===== config.mk =====
export PLATFORM = sky130hd
export DESIGN_NAME = laser_output_reset_enable_config
export DESIGN_NICKNAME = d
export VERILOG_FILES = /design/src/shared/laser_cfg_pkg.sv /design/src/design/reset_sequencer.sv /design/src/design/output_disable_logic.sv /design/src/design/laser_output_reset_enable_config.sv
export SDC_FILE = /design/constraint.sdc
export NUM_CORES = 1
export LEC_CHECK = 0
export ABC_AREA = 1
export BUFFER_PORTS_ARGS = -buffer_cell sky130_fd_sc_hd__buf_4
export CAP_MARGIN = 20
export CORE_ASPECT_RATIO = 0.6
export CORE_MARGIN = 10
export CORE_UTILIZATION = 25
export CTS_CLUSTER_DIAMETER = 30
export CTS_CLUSTER_SIZE = 25
export DETAILED_ROUTE_END_ITERATION = 7
export HOLD_SLACK_MARGIN = 0.08
export SETUP_SLACK_MARGIN = 0.02
export SLEW_MARGIN = 10
export SYNTH_ARGS = -nofsm -noshare
export SYNTH_HDL_FRONTEND = slang
export SYNTH_HIERARCHICAL = 1
export SYNTH_SLANG_ARGS = --single-unit

===== constraint.sdc =====
create_clock -name clk -period 1.4 [get_ports clk]
set_input_delay 0.21 -clock clk [delete_from_list [all_inputs] [get_ports clk]]
set_output_delay 0.21 -clock clk [all_outputs]
set_load 0.02 [all_outputs]

===== src/shared/laser_cfg_pkg.sv =====
// Shared constants and types for the laser reset, enable and configuration block
package laser_cfg_pkg;
  localparam int unsigned DATA_W          = 16;
  // Register indices; byte address is four times the index
  localparam logic [7:0]  IDX_RESET_AND_OUTPUT_ENABLE      = 8'h32;
  localparam logic [7:0]  IDX_CONFIG      = 8'h33;
  localparam logic [7:0]  IDX_IRQ_STATUS  = 8'h40;
  localparam logic [7:0]  IDX_IRQ_MASK    = 8'h41;
  localparam logic [7:0]  IDX_CONTROL     = 8'h42;
  localparam logic [7:0]  IDX_STATUS      = 8'h43;
  // Field positions
  localparam int unsigned RE_HARD_BIT     = 0;
  localparam int unsigned RE_SOFT_BIT     = 1;
  localparam int unsigned RE_SOFTWARE_OUTPUT_ENABLE_BIT     = 3;
  localparam int unsigned CFG_ADT_BIT     = 1;
  localparam int unsigned CFG_SDF_BIT     = 2;
  localparam int unsigned CTRL_SAVE_BIT   = 0;
  // Implemented bits and values after reset
  localparam logic [15:0] RESET_AND_OUTPUT_ENABLE_MASK     = 16'h000B;
  localparam logic [15:0] CONFIG_MASK     = 16'h0006;
  localparam logic [15:0] FATAL_BITS_MASK = 16'h0700;
  localparam logic [15:0] RESET_AND_OUTPUT_ENABLE_RESET    = 16'h0000;
  localparam logic [15:0] CONFIG_FACTORY  = 16'h0002;
  // Interrupt status bits
  localparam int unsigned IRQ_W           = 4;
  localparam int unsigned IRQ_RESET_DONE  = 0;
  localparam int unsigned IRQ_TUNE_DONE   = 1;
  localparam int unsigned IRQ_FATAL_SHUT  = 2;
  localparam int unsigned IRQ_DISABLED    = 3;
  localparam logic [IRQ_W-1:0] IRQ_RESET  = 4'h0;
  // Length of the reset pulse given to the interface and loops
  localparam int unsigned RESET_PULSE_CYCLES = 4;
  localparam logic [2:0]  HSIZE_WORD      = 3'h2;
  typedef enum logic [1:0]
  {
    SEQ_IDLE  = 2'b00,
    SEQ_ACK   = 2'b01,
    SEQ_PULSE = 2'b11
  } seq_state_t;
endpackage


===== src/design/reset_sequencer.sv =====
// Orders reset requests: acknowledge first, then a timed reset pulse
`timescale 1ns/1ps
`default_nettype none
module reset_sequencer
  import laser_cfg_pkg::*;
#(
  parameter int unsigned PULSE_CYCLES = RESET_PULSE_CYCLES
)
(
  input  wire logic clk,
  input  wire logic reset_n,
  input  wire logic req_hard,
  input  wire logic req_soft,
  input  wire logic deselected,
  output logic      taken,
  output logic      done_pulse,
  output logic      comm_if_reset,
  output logic      control_loop_reset
);
  initial assert (PULSE_CYCLES >= 1 && PULSE_CYCLES < 256) else $error("PULSE_CYCLES out of range");

  seq_state_t state_reg;
  logic [7:0] count_reg;
  logic       hard_reg;

  assign taken = (state_reg == SEQ_IDLE) && (req_hard || req_soft);

  // Request accepted, one idle cycle for the response, then the pulse
  always_ff @(posedge clk or negedge reset_n)
  begin
    if (!reset_n)
    begin
      state_reg <= SEQ_IDLE;
      count_reg <= 8'h00;
      hard_reg  <= 1'b0;
    end
    else
    begin
      case (state_reg)
        SEQ_IDLE:
        begin
          if (taken)
          begin
            state_reg <= SEQ_ACK;
            hard_reg  <= req_hard;
          end
        end
        SEQ_ACK:
        begin
          state_reg <= SEQ_PULSE;
          count_reg <= 8'(PULSE_CYCLES - 1);
        end
        SEQ_PULSE:
        begin
          if (count_reg == 8'h00)
            state_reg <= SEQ_IDLE;
          else
            count_reg <= count_reg - 8'h01;
        end
        default: state_reg <= SEQ_IDLE;
      endcase
    end
  end

  // Soft and hard both reset the interface; only hard touches the loops
  always_ff @(posedge clk or negedge reset_n)
  begin
    if (!reset_n)
    begin
      comm_if_reset      <= 1'b0;
      control_loop_reset <= 1'b0;
      done_pulse         <= 1'b0;
    end
    else
    begin
      comm_if_reset      <= (state_reg == SEQ_ACK) || (state_reg == SEQ_PULSE && count_reg != 8'h00)
                            || deselected;
      control_loop_reset <= hard_reg && ((state_reg == SEQ_ACK) ||
                            (state_reg == SEQ_PULSE && count_reg != 8'h00));
      done_pulse         <= (state_reg == SEQ_PULSE) && (count_reg == 8'h00);
    end
  end

  a_hard_pulse_len: assert property (@(posedge clk) disable iff (!reset_n)
    taken && req_hard |=> !control_loop_reset ##1 control_loop_reset [*4] ##1 !control_loop_reset)
    else $error("hard reset pulse not four cycles after ack");
  a_soft_keeps_loops: assert property (@(posedge clk) disable iff (!reset_n)
    taken && !req_hard |=> ##1 !control_loop_reset [*5])
    else $error("soft reset touched control loops");
endmodule
`default_nettype wire


===== src/design/output_disable_logic.sv =====
// Combines enable, disable pin and masked fatal status; drives the alarm
`timescale 1ns/1ps
`default_nettype none
module output_disable_logic
  import laser_cfg_pkg::*;
(
  input  wire logic        clk,
  input  wire logic        reset_n,
  input  wire logic        software_output_enable,
  input  wire logic        hw_disable_n,
  input  wire logic [15:0] fatal_status,
  input  wire logic [15:0] fatal_trigger,
  input  wire logic        shutdown_on_fatal,
  input  wire logic        alarm_during_tuning,
  input  wire logic        tuning,
  output logic             output_disable,
  output logic             alarm,
  output logic             fatal
);
  logic fatal_now;
  logic disable_now;

  // Fatal only from bits ten to eight, gated by the trigger mask
  assign fatal_now   = |(fatal_status & fatal_trigger & FATAL_BITS_MASK);
  assign disable_now = (fatal_now && shutdown_on_fatal) || !software_output_enable || !hw_disable_n;

  // Registered so the pin never glitches on a mask or status change
  always_ff @(posedge clk or negedge reset_n)
  begin
    if (!reset_n)
    begin
      output_disable <= 1'b1;
      alarm          <= 1'b0;
      fatal          <= 1'b0;
    end
    else
    begin
      output_disable <= disable_now;
      alarm          <= alarm_during_tuning && (tuning || disable_now);
      fatal          <= fatal_now;
    end
  end

  a_disable_term: assert property (@(posedge clk) disable iff (!reset_n)
    (!software_output_enable || !hw_disable_n) |=> output_disable)
    else $error("output not disabled with enable off");
  a_fatal_shut: assert property (@(posedge clk) disable iff (!reset_n)
    software_output_enable && hw_disable_n && fatal_now |=> output_disable == $past(shutdown_on_fatal))
    else $error("fatal shutdown does not follow sdf");
  a_alarm_lock: assert property (@(posedge clk) disable iff (!reset_n)
    alarm_during_tuning && !tuning && !disable_now |=> !alarm)
    else $error("alarm held after successful tune");
endmodule
`default_nettype wire


===== src/design/laser_output_reset_enable_config.sv =====
// AHB-Lite register bank for laser reset, output enable and behaviour config
`timescale 1ns/1ps
`default_nettype none
// What this block does
// - Enable bit one enables the optical output, zero disables it.
// - Enabling while a tune is needed reports the operation as pending.
// - Hard and soft reset requested together performs only the hard reset.
// - Soft reset reinitialises the interface, leaving traffic and loops untouched.
// - Hard reset also reinitialises control loops; optical effect undefined.
// - Reset request is acknowledged before the reset begins.
// - Both reset bits clear themselves and reset to zero.
// - Output disabled on masked fatal with shutdown set, enable low, or pin low.
// - Enable reads zero if software cleared it or the pin went low.
// - Alarm-during-tuning raises the alarm while tuning or disabled.
// - Shutdown-on-fatal set disables output on fatal; cleared it does not.
// - Fatal condition is any of fatal status bits ten to eight that is also set in the trigger mask.
// - Config defaults to factory value, replaceable by a saved default.
module laser_output_reset_enable_config
#(
  parameter int unsigned ADDR_W = 10
)
(
  input  wire logic              clk,
  input  wire logic              reset_n,
  input  wire logic              hsel,
  input  wire logic [ADDR_W-1:0] haddr,
  input  wire logic [1:0]        htrans,
  input  wire logic              hwrite,
  input  wire logic [2:0]        hsize,
  input  wire logic              hready,
  input  wire logic [31:0]       hwdata,
  output logic      [31:0]       hrdata,
  output logic                   hreadyout,
  output logic                   hresp,
  input  wire logic              hardware_disable_n,
  input  wire logic              module_select_n,
  input  wire logic [15:0]       fatal_status_reg,
  input  wire logic [15:0]       fatal_trigger,
  input  wire logic              tuning_active,
  input  wire logic              tune_required,
  input  wire logic              tune_done_ok,
  input  wire logic [15:0]       nv_default_value,
  input  wire logic              nv_default_valid,
  output logic                   optical_output_disable,
  output logic                   module_alarm_line,
  output logic                   comm_if_reset,
  output logic                   control_loop_reset,
  output logic                   tune_request,
  output logic                   nv_store_req,
  output logic      [15:0]       nv_store_data,
  output logic                   irq
);
  import laser_cfg_pkg::*;

  initial assert (ADDR_W >= 10 && ADDR_W <= 32) else $error("ADDR_W must hold index 0x43");

  // Index of a word address; unaligned addresses never match a register
  function automatic logic [7:0] reg_index(input logic [ADDR_W-1:0] a);
    reg_index = (a[1:0] == 2'b00) ? a[9:2] : 8'hFF;
  endfunction

  logic [1:0]       hwdis_sync_reg;
  logic [1:0]       msel_sync_reg;
  logic             wr_pend_reg;
  logic             rd_pend_reg;
  logic [7:0]       wr_idx_reg;
  logic [7:0]       rd_idx_reg;
  logic             software_output_enable_reg;
  logic [1:0]       req_bits_reg;
  logic [15:0]      cfg_reg;
  logic             nv_loaded_reg;
  logic             pending_reg;
  logic [IRQ_W-1:0] irq_status_reg;
  logic [IRQ_W-1:0] irq_mask_reg;
  logic             disable_prev_reg;
  logic             fatal_shut_prev_reg;
  logic             addr_ok;
  logic             wr_reset_and_output_enable;
  logic             wr_hard;
  logic             wr_soft;
  logic             seq_taken;
  logic             seq_done;
  logic             fatal_now;
  logic             tune_finish;
  logic [IRQ_W-1:0] irq_event;
  logic [31:0]      rd_mux;

  // Pins come from outside the clock domain
  always_ff @(posedge clk or negedge reset_n)
  begin
    if (!reset_n)
    begin
      hwdis_sync_reg <= 2'b11;
      msel_sync_reg  <= 2'b11;
    end
    else
    begin
      hwdis_sync_reg <= {hwdis_sync_reg[0], hardware_disable_n};
      msel_sync_reg  <= {msel_sync_reg[0], module_select_n};
    end
  end

  // Only whole-word transfers are decoded
  assign addr_ok = hsel && hready && htrans[1] && (hsize == HSIZE_WORD);

  // Bus phase tracking: writes are zero-wait, reads take one wait state
  always_ff @(posedge clk or negedge reset_n)
  begin
    if (!reset_n)
    begin
      wr_pend_reg <= 1'b0;
      rd_pend_reg <= 1'b0;
      wr_idx_reg  <= 8'h00;
      rd_idx_reg  <= 8'h00;
      hreadyout   <= 1'b1;
      hresp       <= 1'b0;
    end
    else
    begin
      wr_pend_reg <= addr_ok && hwrite;
      rd_pend_reg <= addr_ok && !hwrite;
      hreadyout   <= !(addr_ok && !hwrite);
      hresp       <= 1'b0;
      if (addr_ok)
      begin
        wr_idx_reg <= reg_index(haddr);
        rd_idx_reg <= reg_index(haddr);
      end
    end
  end

  // The wait state lets a preceding write land before the read is sampled
  always_comb
  begin
    rd_mux = 32'h0000_0000;
    case (rd_idx_reg)
      IDX_RESET_AND_OUTPUT_ENABLE:     rd_mux[15:0] = {12'h000, software_output_enable_reg, 1'b0, req_bits_reg[1], req_bits_reg[0]};
      IDX_CONFIG:     rd_mux[15:0] = cfg_reg & CONFIG_MASK;
      IDX_IRQ_STATUS: rd_mux[IRQ_W-1:0] = irq_status_reg;
      IDX_IRQ_MASK:   rd_mux[IRQ_W-1:0] = irq_mask_reg;
      IDX_STATUS:     rd_mux[3:0] = {hwdis_sync_reg[1], fatal_now, optical_output_disable, pending_reg};
      default:        rd_mux = 32'h0000_0000;
    endcase
  end

  always_ff @(posedge clk or negedge reset_n)
  begin
    if (!reset_n)
      hrdata <= 32'h0000_0000;
    else if (rd_pend_reg)
      hrdata <= rd_mux;
  end

  // Hard wins when both reset bits are written together
  assign wr_reset_and_output_enable = wr_pend_reg && (wr_idx_reg == IDX_RESET_AND_OUTPUT_ENABLE);
  assign wr_hard   = wr_reset_and_output_enable && hwdata[RE_HARD_BIT];
  assign wr_soft   = wr_reset_and_output_enable && hwdata[RE_SOFT_BIT] && !hwdata[RE_HARD_BIT];

  // Request bits self-clear when the sequencer takes them; a new write wins
  always_ff @(posedge clk or negedge reset_n)
  begin
    if (!reset_n)
      req_bits_reg <= RESET_AND_OUTPUT_ENABLE_RESET[1:0];
    else if (wr_hard)
      req_bits_reg <= 2'b01;
    else if (wr_soft)
      req_bits_reg <= {1'b1, req_bits_reg[0]};
    else if (seq_taken)
      req_bits_reg <= 2'b00;
  end

  // Enable bit; the disable pin forces it low so software can see why
  always_ff @(posedge clk or negedge reset_n)
  begin
    if (!reset_n)
      software_output_enable_reg <= RESET_AND_OUTPUT_ENABLE_RESET[RE_SOFTWARE_OUTPUT_ENABLE_BIT];
    else if (!hwdis_sync_reg[1])
      software_output_enable_reg <= 1'b0;
    else if (wr_reset_and_output_enable)
      software_output_enable_reg <= hwdata[RE_SOFTWARE_OUTPUT_ENABLE_BIT];
  end

  // Turning the output on may need a tune: flag it pending until done
  assign tune_finish = pending_reg && tune_done_ok;
  always_ff @(posedge clk or negedge reset_n)
  begin
    if (!reset_n)
    begin
      pending_reg  <= 1'b0;
      tune_request <= 1'b0;
    end
    else
    begin
      tune_request <= wr_reset_and_output_enable && hwdata[RE_SOFTWARE_OUTPUT_ENABLE_BIT] && !software_output_enable_reg && tune_required && hwdis_sync_reg[1];
      if (wr_reset_and_output_enable && hwdata[RE_SOFTWARE_OUTPUT_ENABLE_BIT] && !software_output_enable_reg && tune_required && hwdis_sync_reg[1])
        pending_reg <= 1'b1;
      else if (tune_done_ok)
        pending_reg <= 1'b0;
    end
  end

  // Factory default at reset, replaced by a stored default if valid in the first cycle after reset
  always_ff @(posedge clk or negedge reset_n)
  begin
    if (!reset_n)
    begin
      cfg_reg       <= CONFIG_FACTORY;
      nv_loaded_reg <= 1'b0;
    end
    else if (wr_pend_reg && wr_idx_reg == IDX_CONFIG)
    begin
      cfg_reg       <= hwdata[15:0] & CONFIG_MASK;
      nv_loaded_reg <= 1'b1;
    end
    else if (!nv_loaded_reg)
    begin
      nv_loaded_reg <= 1'b1;
      if (nv_default_valid)
        cfg_reg <= nv_default_value & CONFIG_MASK;
    end
  end

  // Saving hands the current config to the storage controller
  always_ff @(posedge clk or negedge reset_n)
  begin
    if (!reset_n)
    begin
      nv_store_req  <= 1'b0;
      nv_store_data <= CONFIG_FACTORY;
    end
    else
    begin
      nv_store_req <= wr_pend_reg && (wr_idx_reg == IDX_CONTROL) && hwdata[CTRL_SAVE_BIT];
      if (wr_pend_reg && (wr_idx_reg == IDX_CONTROL) && hwdata[CTRL_SAVE_BIT])
        nv_store_data <= cfg_reg;
    end
  end

  reset_sequencer #(
    .PULSE_CYCLES (RESET_PULSE_CYCLES)
  ) u_reset_sequencer (
    .clk                (clk),
    .reset_n            (reset_n),
    .req_hard           (req_bits_reg[0]),
    .req_soft           (req_bits_reg[1]),
    .deselected         (msel_sync_reg[1]),
    .taken              (seq_taken),
    .done_pulse         (seq_done),
    .comm_if_reset      (comm_if_reset),
    .control_loop_reset (control_loop_reset)
  );

  output_disable_logic u_output_disable_logic (
    .clk            (clk),
    .reset_n        (reset_n),
    .software_output_enable           (software_output_enable_reg),
    .hw_disable_n   (hwdis_sync_reg[1]),
    .fatal_status   (fatal_status_reg),
    .fatal_trigger  (fatal_trigger),
    .shutdown_on_fatal            (cfg_reg[CFG_SDF_BIT]),
    .alarm_during_tuning            (cfg_reg[CFG_ADT_BIT]),
    .tuning         (tuning_active),
    .output_disable (optical_output_disable),
    .alarm          (module_alarm_line),
    .fatal          (fatal_now)
  );

  // Edge history for the shutdown and disable events
  always_ff @(posedge clk or negedge reset_n)
  begin
    if (!reset_n)
    begin
      disable_prev_reg    <= 1'b1;
      fatal_shut_prev_reg <= 1'b0;
    end
    else
    begin
      disable_prev_reg    <= optical_output_disable;
      fatal_shut_prev_reg <= fatal_now && cfg_reg[CFG_SDF_BIT];
    end
  end

  assign irq_event[IRQ_RESET_DONE] = seq_done;
  assign irq_event[IRQ_TUNE_DONE]  = tune_finish;
  assign irq_event[IRQ_FATAL_SHUT] = fatal_now && cfg_reg[CFG_SDF_BIT] && !fatal_shut_prev_reg;
  assign irq_event[IRQ_DISABLED]   = optical_output_disable && !disable_prev_reg;

  // Sticky status, write one to clear; an event in the clear cycle survives
  always_ff @(posedge clk or negedge reset_n)
  begin
    if (!reset_n)
    begin
      irq_status_reg <= IRQ_RESET;
      irq_mask_reg   <= IRQ_RESET;
      irq            <= 1'b0;
    end
    else
    begin
      if (wr_pend_reg && wr_idx_reg == IDX_IRQ_STATUS)
        irq_status_reg <= (irq_status_reg & ~hwdata[IRQ_W-1:0]) | irq_event;
      else
        irq_status_reg <= irq_status_reg | irq_event;
      if (wr_pend_reg && wr_idx_reg == IDX_IRQ_MASK)
        irq_mask_reg <= hwdata[IRQ_W-1:0];
      irq <= |(irq_status_reg & irq_mask_reg);
    end
  end

  a_hard_priority: assert property (@(posedge clk) disable iff (!reset_n)
    wr_reset_and_output_enable && hwdata[RE_HARD_BIT] && hwdata[RE_SOFT_BIT] |=> req_bits_reg == 2'b01)
    else $error("soft reset kept alongside hard reset");
  a_software_output_enable_write: assert property (@(posedge clk) disable iff (!reset_n)
    wr_reset_and_output_enable && hwdis_sync_reg[1] |=> software_output_enable_reg == $past(hwdata[RE_SOFTWARE_OUTPUT_ENABLE_BIT]))
    else $error("enable bit did not take written value");
  a_pin_clears_software_output_enable: assert property (@(posedge clk) disable iff (!reset_n)
    !hwdis_sync_reg[1] |=> !software_output_enable_reg ##1 optical_output_disable)
    else $error("disable pin did not clear enable");
  a_reset_self_clear: assert property (@(posedge clk) disable iff (!reset_n)
    wr_hard |=> req_bits_reg[0] ##[1:20] req_bits_reg == 2'b00)
    else $error("reset bit did not clear");
  a_read_wait: assert property (@(posedge clk) disable iff (!reset_n)
    addr_ok && !hwrite |=> !hreadyout ##1 (hreadyout && hrdata[31:16] == 16'h0000))
    else $error("read timing or upper bits wrong");
  a_pending_ends: assert property (@(posedge clk) disable iff (!reset_n)
    pending_reg && tune_done_ok && !wr_reset_and_output_enable |=> !pending_reg)
    else $error("pending not cleared by tune done");
  a_deselect_reset: assert property (@(posedge clk) disable iff (!reset_n)
    msel_sync_reg[1] |=> comm_if_reset)
    else $error("deselect did not reset interface");
  a_irq_sticky: assert property (@(posedge clk) disable iff (!reset_n)
    irq_event[IRQ_RESET_DONE] |=> irq_status_reg[IRQ_RESET_DONE])
    else $error("event lost in status");
endmodule
`default_nettype wire


# After elaboration in Yosys (flattened, before gate mapping)
# Index checks and enable logic that the tools add are counted.
# classes
bitwise	6
addsub	1
n_mux	18
eq_ne	15
n_reduce_logical	57
# op_table
cell	n
16-bit two-way mux	3
8-bit by 7-bit == test with 1-bit output (second input constant)	4
1-bit logical AND	28
4-bit case mux with 5 select lines	1
8-bit by 6-bit == test with 1-bit output (second input constant)	2
8-bit two-way mux	2
8-bit case mux with 2 select lines	1
11-bit AND	1
2-bit two-way mux	5
2-bit AND reduction	5
4-bit AND	2
8-bit logical NOT	1
2-bit != test (second input constant)	4
4-bit bitwise OR	2
2-bit nonzero test	4
8-bit nonzero test	1
8-bit by 1-bit subtractor with 8-bit output (second input constant)	1
1-bit logical NOT	7
1-bit logical OR	6
2-bit case mux with 3 select lines	1
2-bit logical NOT	2
1-bit two-way mux	4
4-bit two-way mux	1
2-bit by 1-bit != test with 1-bit output (second input constant)	2
7 further kinds	7
# word_totals
in_bits	106
out_inout_bits	57
register_bits	86
elab_cells	127

# Logic depth before layout (Yosys ltp)
# depth
word_depth	7
ltp_mapped	8
ltp_nobuf	8

# Modules after synthesis
# Netlist, hierarchy kept.
# modules_own_cells
mod	area_per_inst_um2	cells_per_inst	instances
laser_output_reset_enable_config	2182.1	252	1
reset_sequencer	740.7	90	1
output_disable_logic	136.4	15	1

# Least setup slack after synthesis
# Ideal clock, no wire load.
# synth_path
path_type	register to register
from	register u_reset_sequencer.count_reg[0]
to	register u_reset_sequencer.comm_if_reset
stages_incl_launch_ff	7
arrival_ns	1.277
setup_time_ns	0.124
synth_period_minus_slack_ns	1.401
required_ns	1.276
setup_slack_ns	-0.001
cell_sequence	dfrtp_1 > inv_1 > ha_1 > nand2_1 > o21ai_4 > nand2_4 > or2_1
# synth_via
elab_chain_cells	4
# synth_rtl
element	line	source
from (decl)	reset_sequencer.sv:23	logic [7:0] count_reg;
from (signal assigned)	reset_sequencer.sv:51	count_reg <= 8'(PULSE_CYCLES - 1);
from (signal assigned)	reset_sequencer.sv:58	count_reg <= count_reg - 8'h01;
8-bit nonzero test	reset_sequencer.sv:76	comm_if_reset <= (state_reg == SEQ_ACK) || (state_reg == SEQ_PULSE && count_reg != 8'h00)
1-bit logical AND	reset_sequencer.sv:76	
1-bit logical OR	reset_sequencer.sv:76	
1-bit logical OR	reset_sequencer.sv:77	|| deselected;
to (signal assigned)	reset_sequencer.sv:76	
to (decl)	reset_sequencer.sv:17	output logic comm_if_reset,
# No other way between the ends.
# A chain may end at the register's enable or synchronous reset.

# Worst setup path in the final report
# layout_path
from	register u_reset_sequencer.count_reg[1]
to	register u_reset_sequencer.comm_if_reset
# The elaborated chain is that of the path after synthesis.

==> flow_metrics.tcl <==
set metrics [dict create \
    rows 31 \
    post_dp_cell_area_sq_um 3530 \
    synthToLayoutAreaGrowth_pct 30.4 \
    stdcell_area_sq_um 3990 \
    p_per_area_nw_per_um2 1110 \
    grt_overflow 0 \
    die_h_um 106 \
    cp-start-kind "flop" \
    cap_violations 0 \
    diodes 0 \
    cts_sinks 58 \
    holdWs_ns 0.124 \
    fin_cells 600 \
    ys_warn_count 6 \
    final_cell_mix "nand2_1, buf_4, dfrtp_1" \
    numCtsBuffers 9 \
    clockRootBuffer "clkbuf_16" \
    fin_skew_ns 0.00344 \
    layout_commonest_cell "nand2_1" \
    ant_nets 0 \
    drt_wl_total_mm 7.57 \
    drtIter0Drc 173 \
    die_w_um 163 \
    antenna_found_initial 1 \
    cts_max_level 3 \
    grt_max_degree 26 \
    fmax_ghz 0.747 \
    start_util_pct 25.4 \
    crit_required_ns 1.61 \
    syn_inst 357 \
    firstDrtPassIters 4 \
    num-fill-cells 1287 \
    final_core_util_pct 33.2 \
    grt_setup_unrepaired "yes" \
    end_kind "flop" \
    track_usage_pct 8.62 \
    clk_latency_ns 0.32 \
    vias 2408 \
    hold_viol_final 0 \
    path_class "flop to flop" \
    final.min_clock_period_ns 1.34 \
    grt_pass1_vias 2374 \
    synth.yosys.seq_area_share_pct 47.8 \
    peakVddDrop_mv 0.524 \
    hpwl_mm 5.95 \
    placedCellCount 576 \
    hold_path.class "primary input to flop" \
    drc 0 \
    synthesis.area_sq_um 3060 \
    synth_cell_type_count 33 \
    max-clock-path-buffers 2 \
    synth.avg_cell_area_sq_um 8.57 \
    vias_per_cell 4.01 \
    io_pins 163 \
    globalplace.congestion 0.859 \
    wl_per_cell_um 12.6 \
    cts_tree "yes" \
    grt_pass1_wl_mm 11.9 \
    ys_ff_latch 58 \
    path_clk_slew_ns 0.05 \
    power.total_mw 4.43 \
    setup_viol 0 \
    p_leak_nw 2.06 \
    cp.arrival_ns 1.55 \
    coreArea_sq_um 12000 \
    nNetsFinal 538 \
    cp_max_fo 7 \
    status "finished, final reports clean" \
    die_area_sq_um 17200 \
    drv_slew 0 \
    drive_above_1_share_pct 29.7 \
    finalCritPeriodShare_pct 95.6 \
    io_buffers 50 \
]
==> kinds of logic after synthesis <==
kind of cell,after synthesis,share of synthesized area (%)
fa+ha+maj,2,0.818
other cells,2,0.245
compound gates,35,6.42
xor+xnor,3,0.859
simple gates,166,27.1
flops,58,47.8
buf+inv,91,16.7
==> critical path, cell delays in order (launching register included) <==
cell	delay, ns
dfrtp_1	0.40
inv_2	0.09
ha_4	0.15
nand2_4	0.06
o21ai_4	0.19
nand2_4	0.11
or2_1	0.22
==> metal layers <==
metal	vias to the layer above	track usage (%)	wire, um
met1	1125	11.8	3600
met5	-	0	12
met2	82	12.3	3270
met3	16	2.80	553
li1	1183	-	-
met4	2	3.27	123
==> worst paths after layout <==
check / cells past startpoint / from / slack (ns) / endpoint
max reg2reg: 6 / u_reset_sequencer/count_reg[1] / 0.06 / u_reset_sequencer/comm_if_reset
min: 3 / fatal_trigger[8] / 0.12 / u_output_disable_logic/fatal
min reg2reg: 0 / msel_sync_reg[0] / 0.35 / msel_sync_reg[1]
min in group asynchronous: 2 / reset_n / 0.33 / rd_idx_reg[2]
max in group asynchronous: 3 / reset_n / 0.53 / hreadyout
max: 6 / u_reset_sequencer/count_reg[1] / 0.06 / u_reset_sequencer/comm_if_reset
==> metrics by stage <==
stage / setup slack (ns) / setup TNS (ns)
floorplan: 0.0273 / 0
global placement: 0.0496 / 0
detailed placement: 0.0141 / 0
CTS: 0.0193 / 0
global route: -0.00612 / -0.0156
finish: 0.0611 / 0
==> Yosys cell counts, drive strengths merged <==
master / number / area share (%)
o211ai: 1 / 0.25
nand3: 36 / 7.0
nand2: 80 / 11
conb: 2 / 0.25
dfstp: 9 / 7.7
ha: 2 / 0.82
a21boi: 1 / 0.25
xor2: 3 / 0.86
dfrtp: 49 / 40
o22ai: 1 / 0.20
buf: 45 / 11
o21ai: 22 / 4.0
nor2: 34 / 6.3
nor3: 8 / 1.3
nand4: 5 / 1.2
a21oi: 10 / 1.8
or2: 3 / 0.61
clkinv: 1 / 0.12
clkbuf: 1 / 0.12
inv: 44 / 5.4
==> area by class of cell <==
type | count | area (sq um) | share of cell area [%]
Timing Repair Buffer | 66 | 541 | 13.5
Sequential cell | 58 | 1460 | 36.7
Clock buffer | 15 | 288 | 7.21
Inverter | 45 | 169 | 4.23
Clock inverter | 1 | 30.0 | 0.753
Tap cell | 165 | 206 | 5.17
Multi-Input combinational cell | 250 | 1290 | 32.4
==> where the power goes <==
group          total (mW)  switching [mW]  internal, mW
sequential           1.77          0.0319          1.74
combinational       0.381           0.252         0.129
clock                2.28           0.706          1.57
==> timing repair <==
item / in CTS / in global routing
pin swaps: 1 / 6
gates cloned: 0 / 0
setup endpoints to repair: 3 / 21
gates resized for setup: 2 / 17
buffers inserted: 1 / 2
endpoints found under the hold margin: 28 / 0
hold buffers: 5 / 0
(Power assumes the default switching activity.)
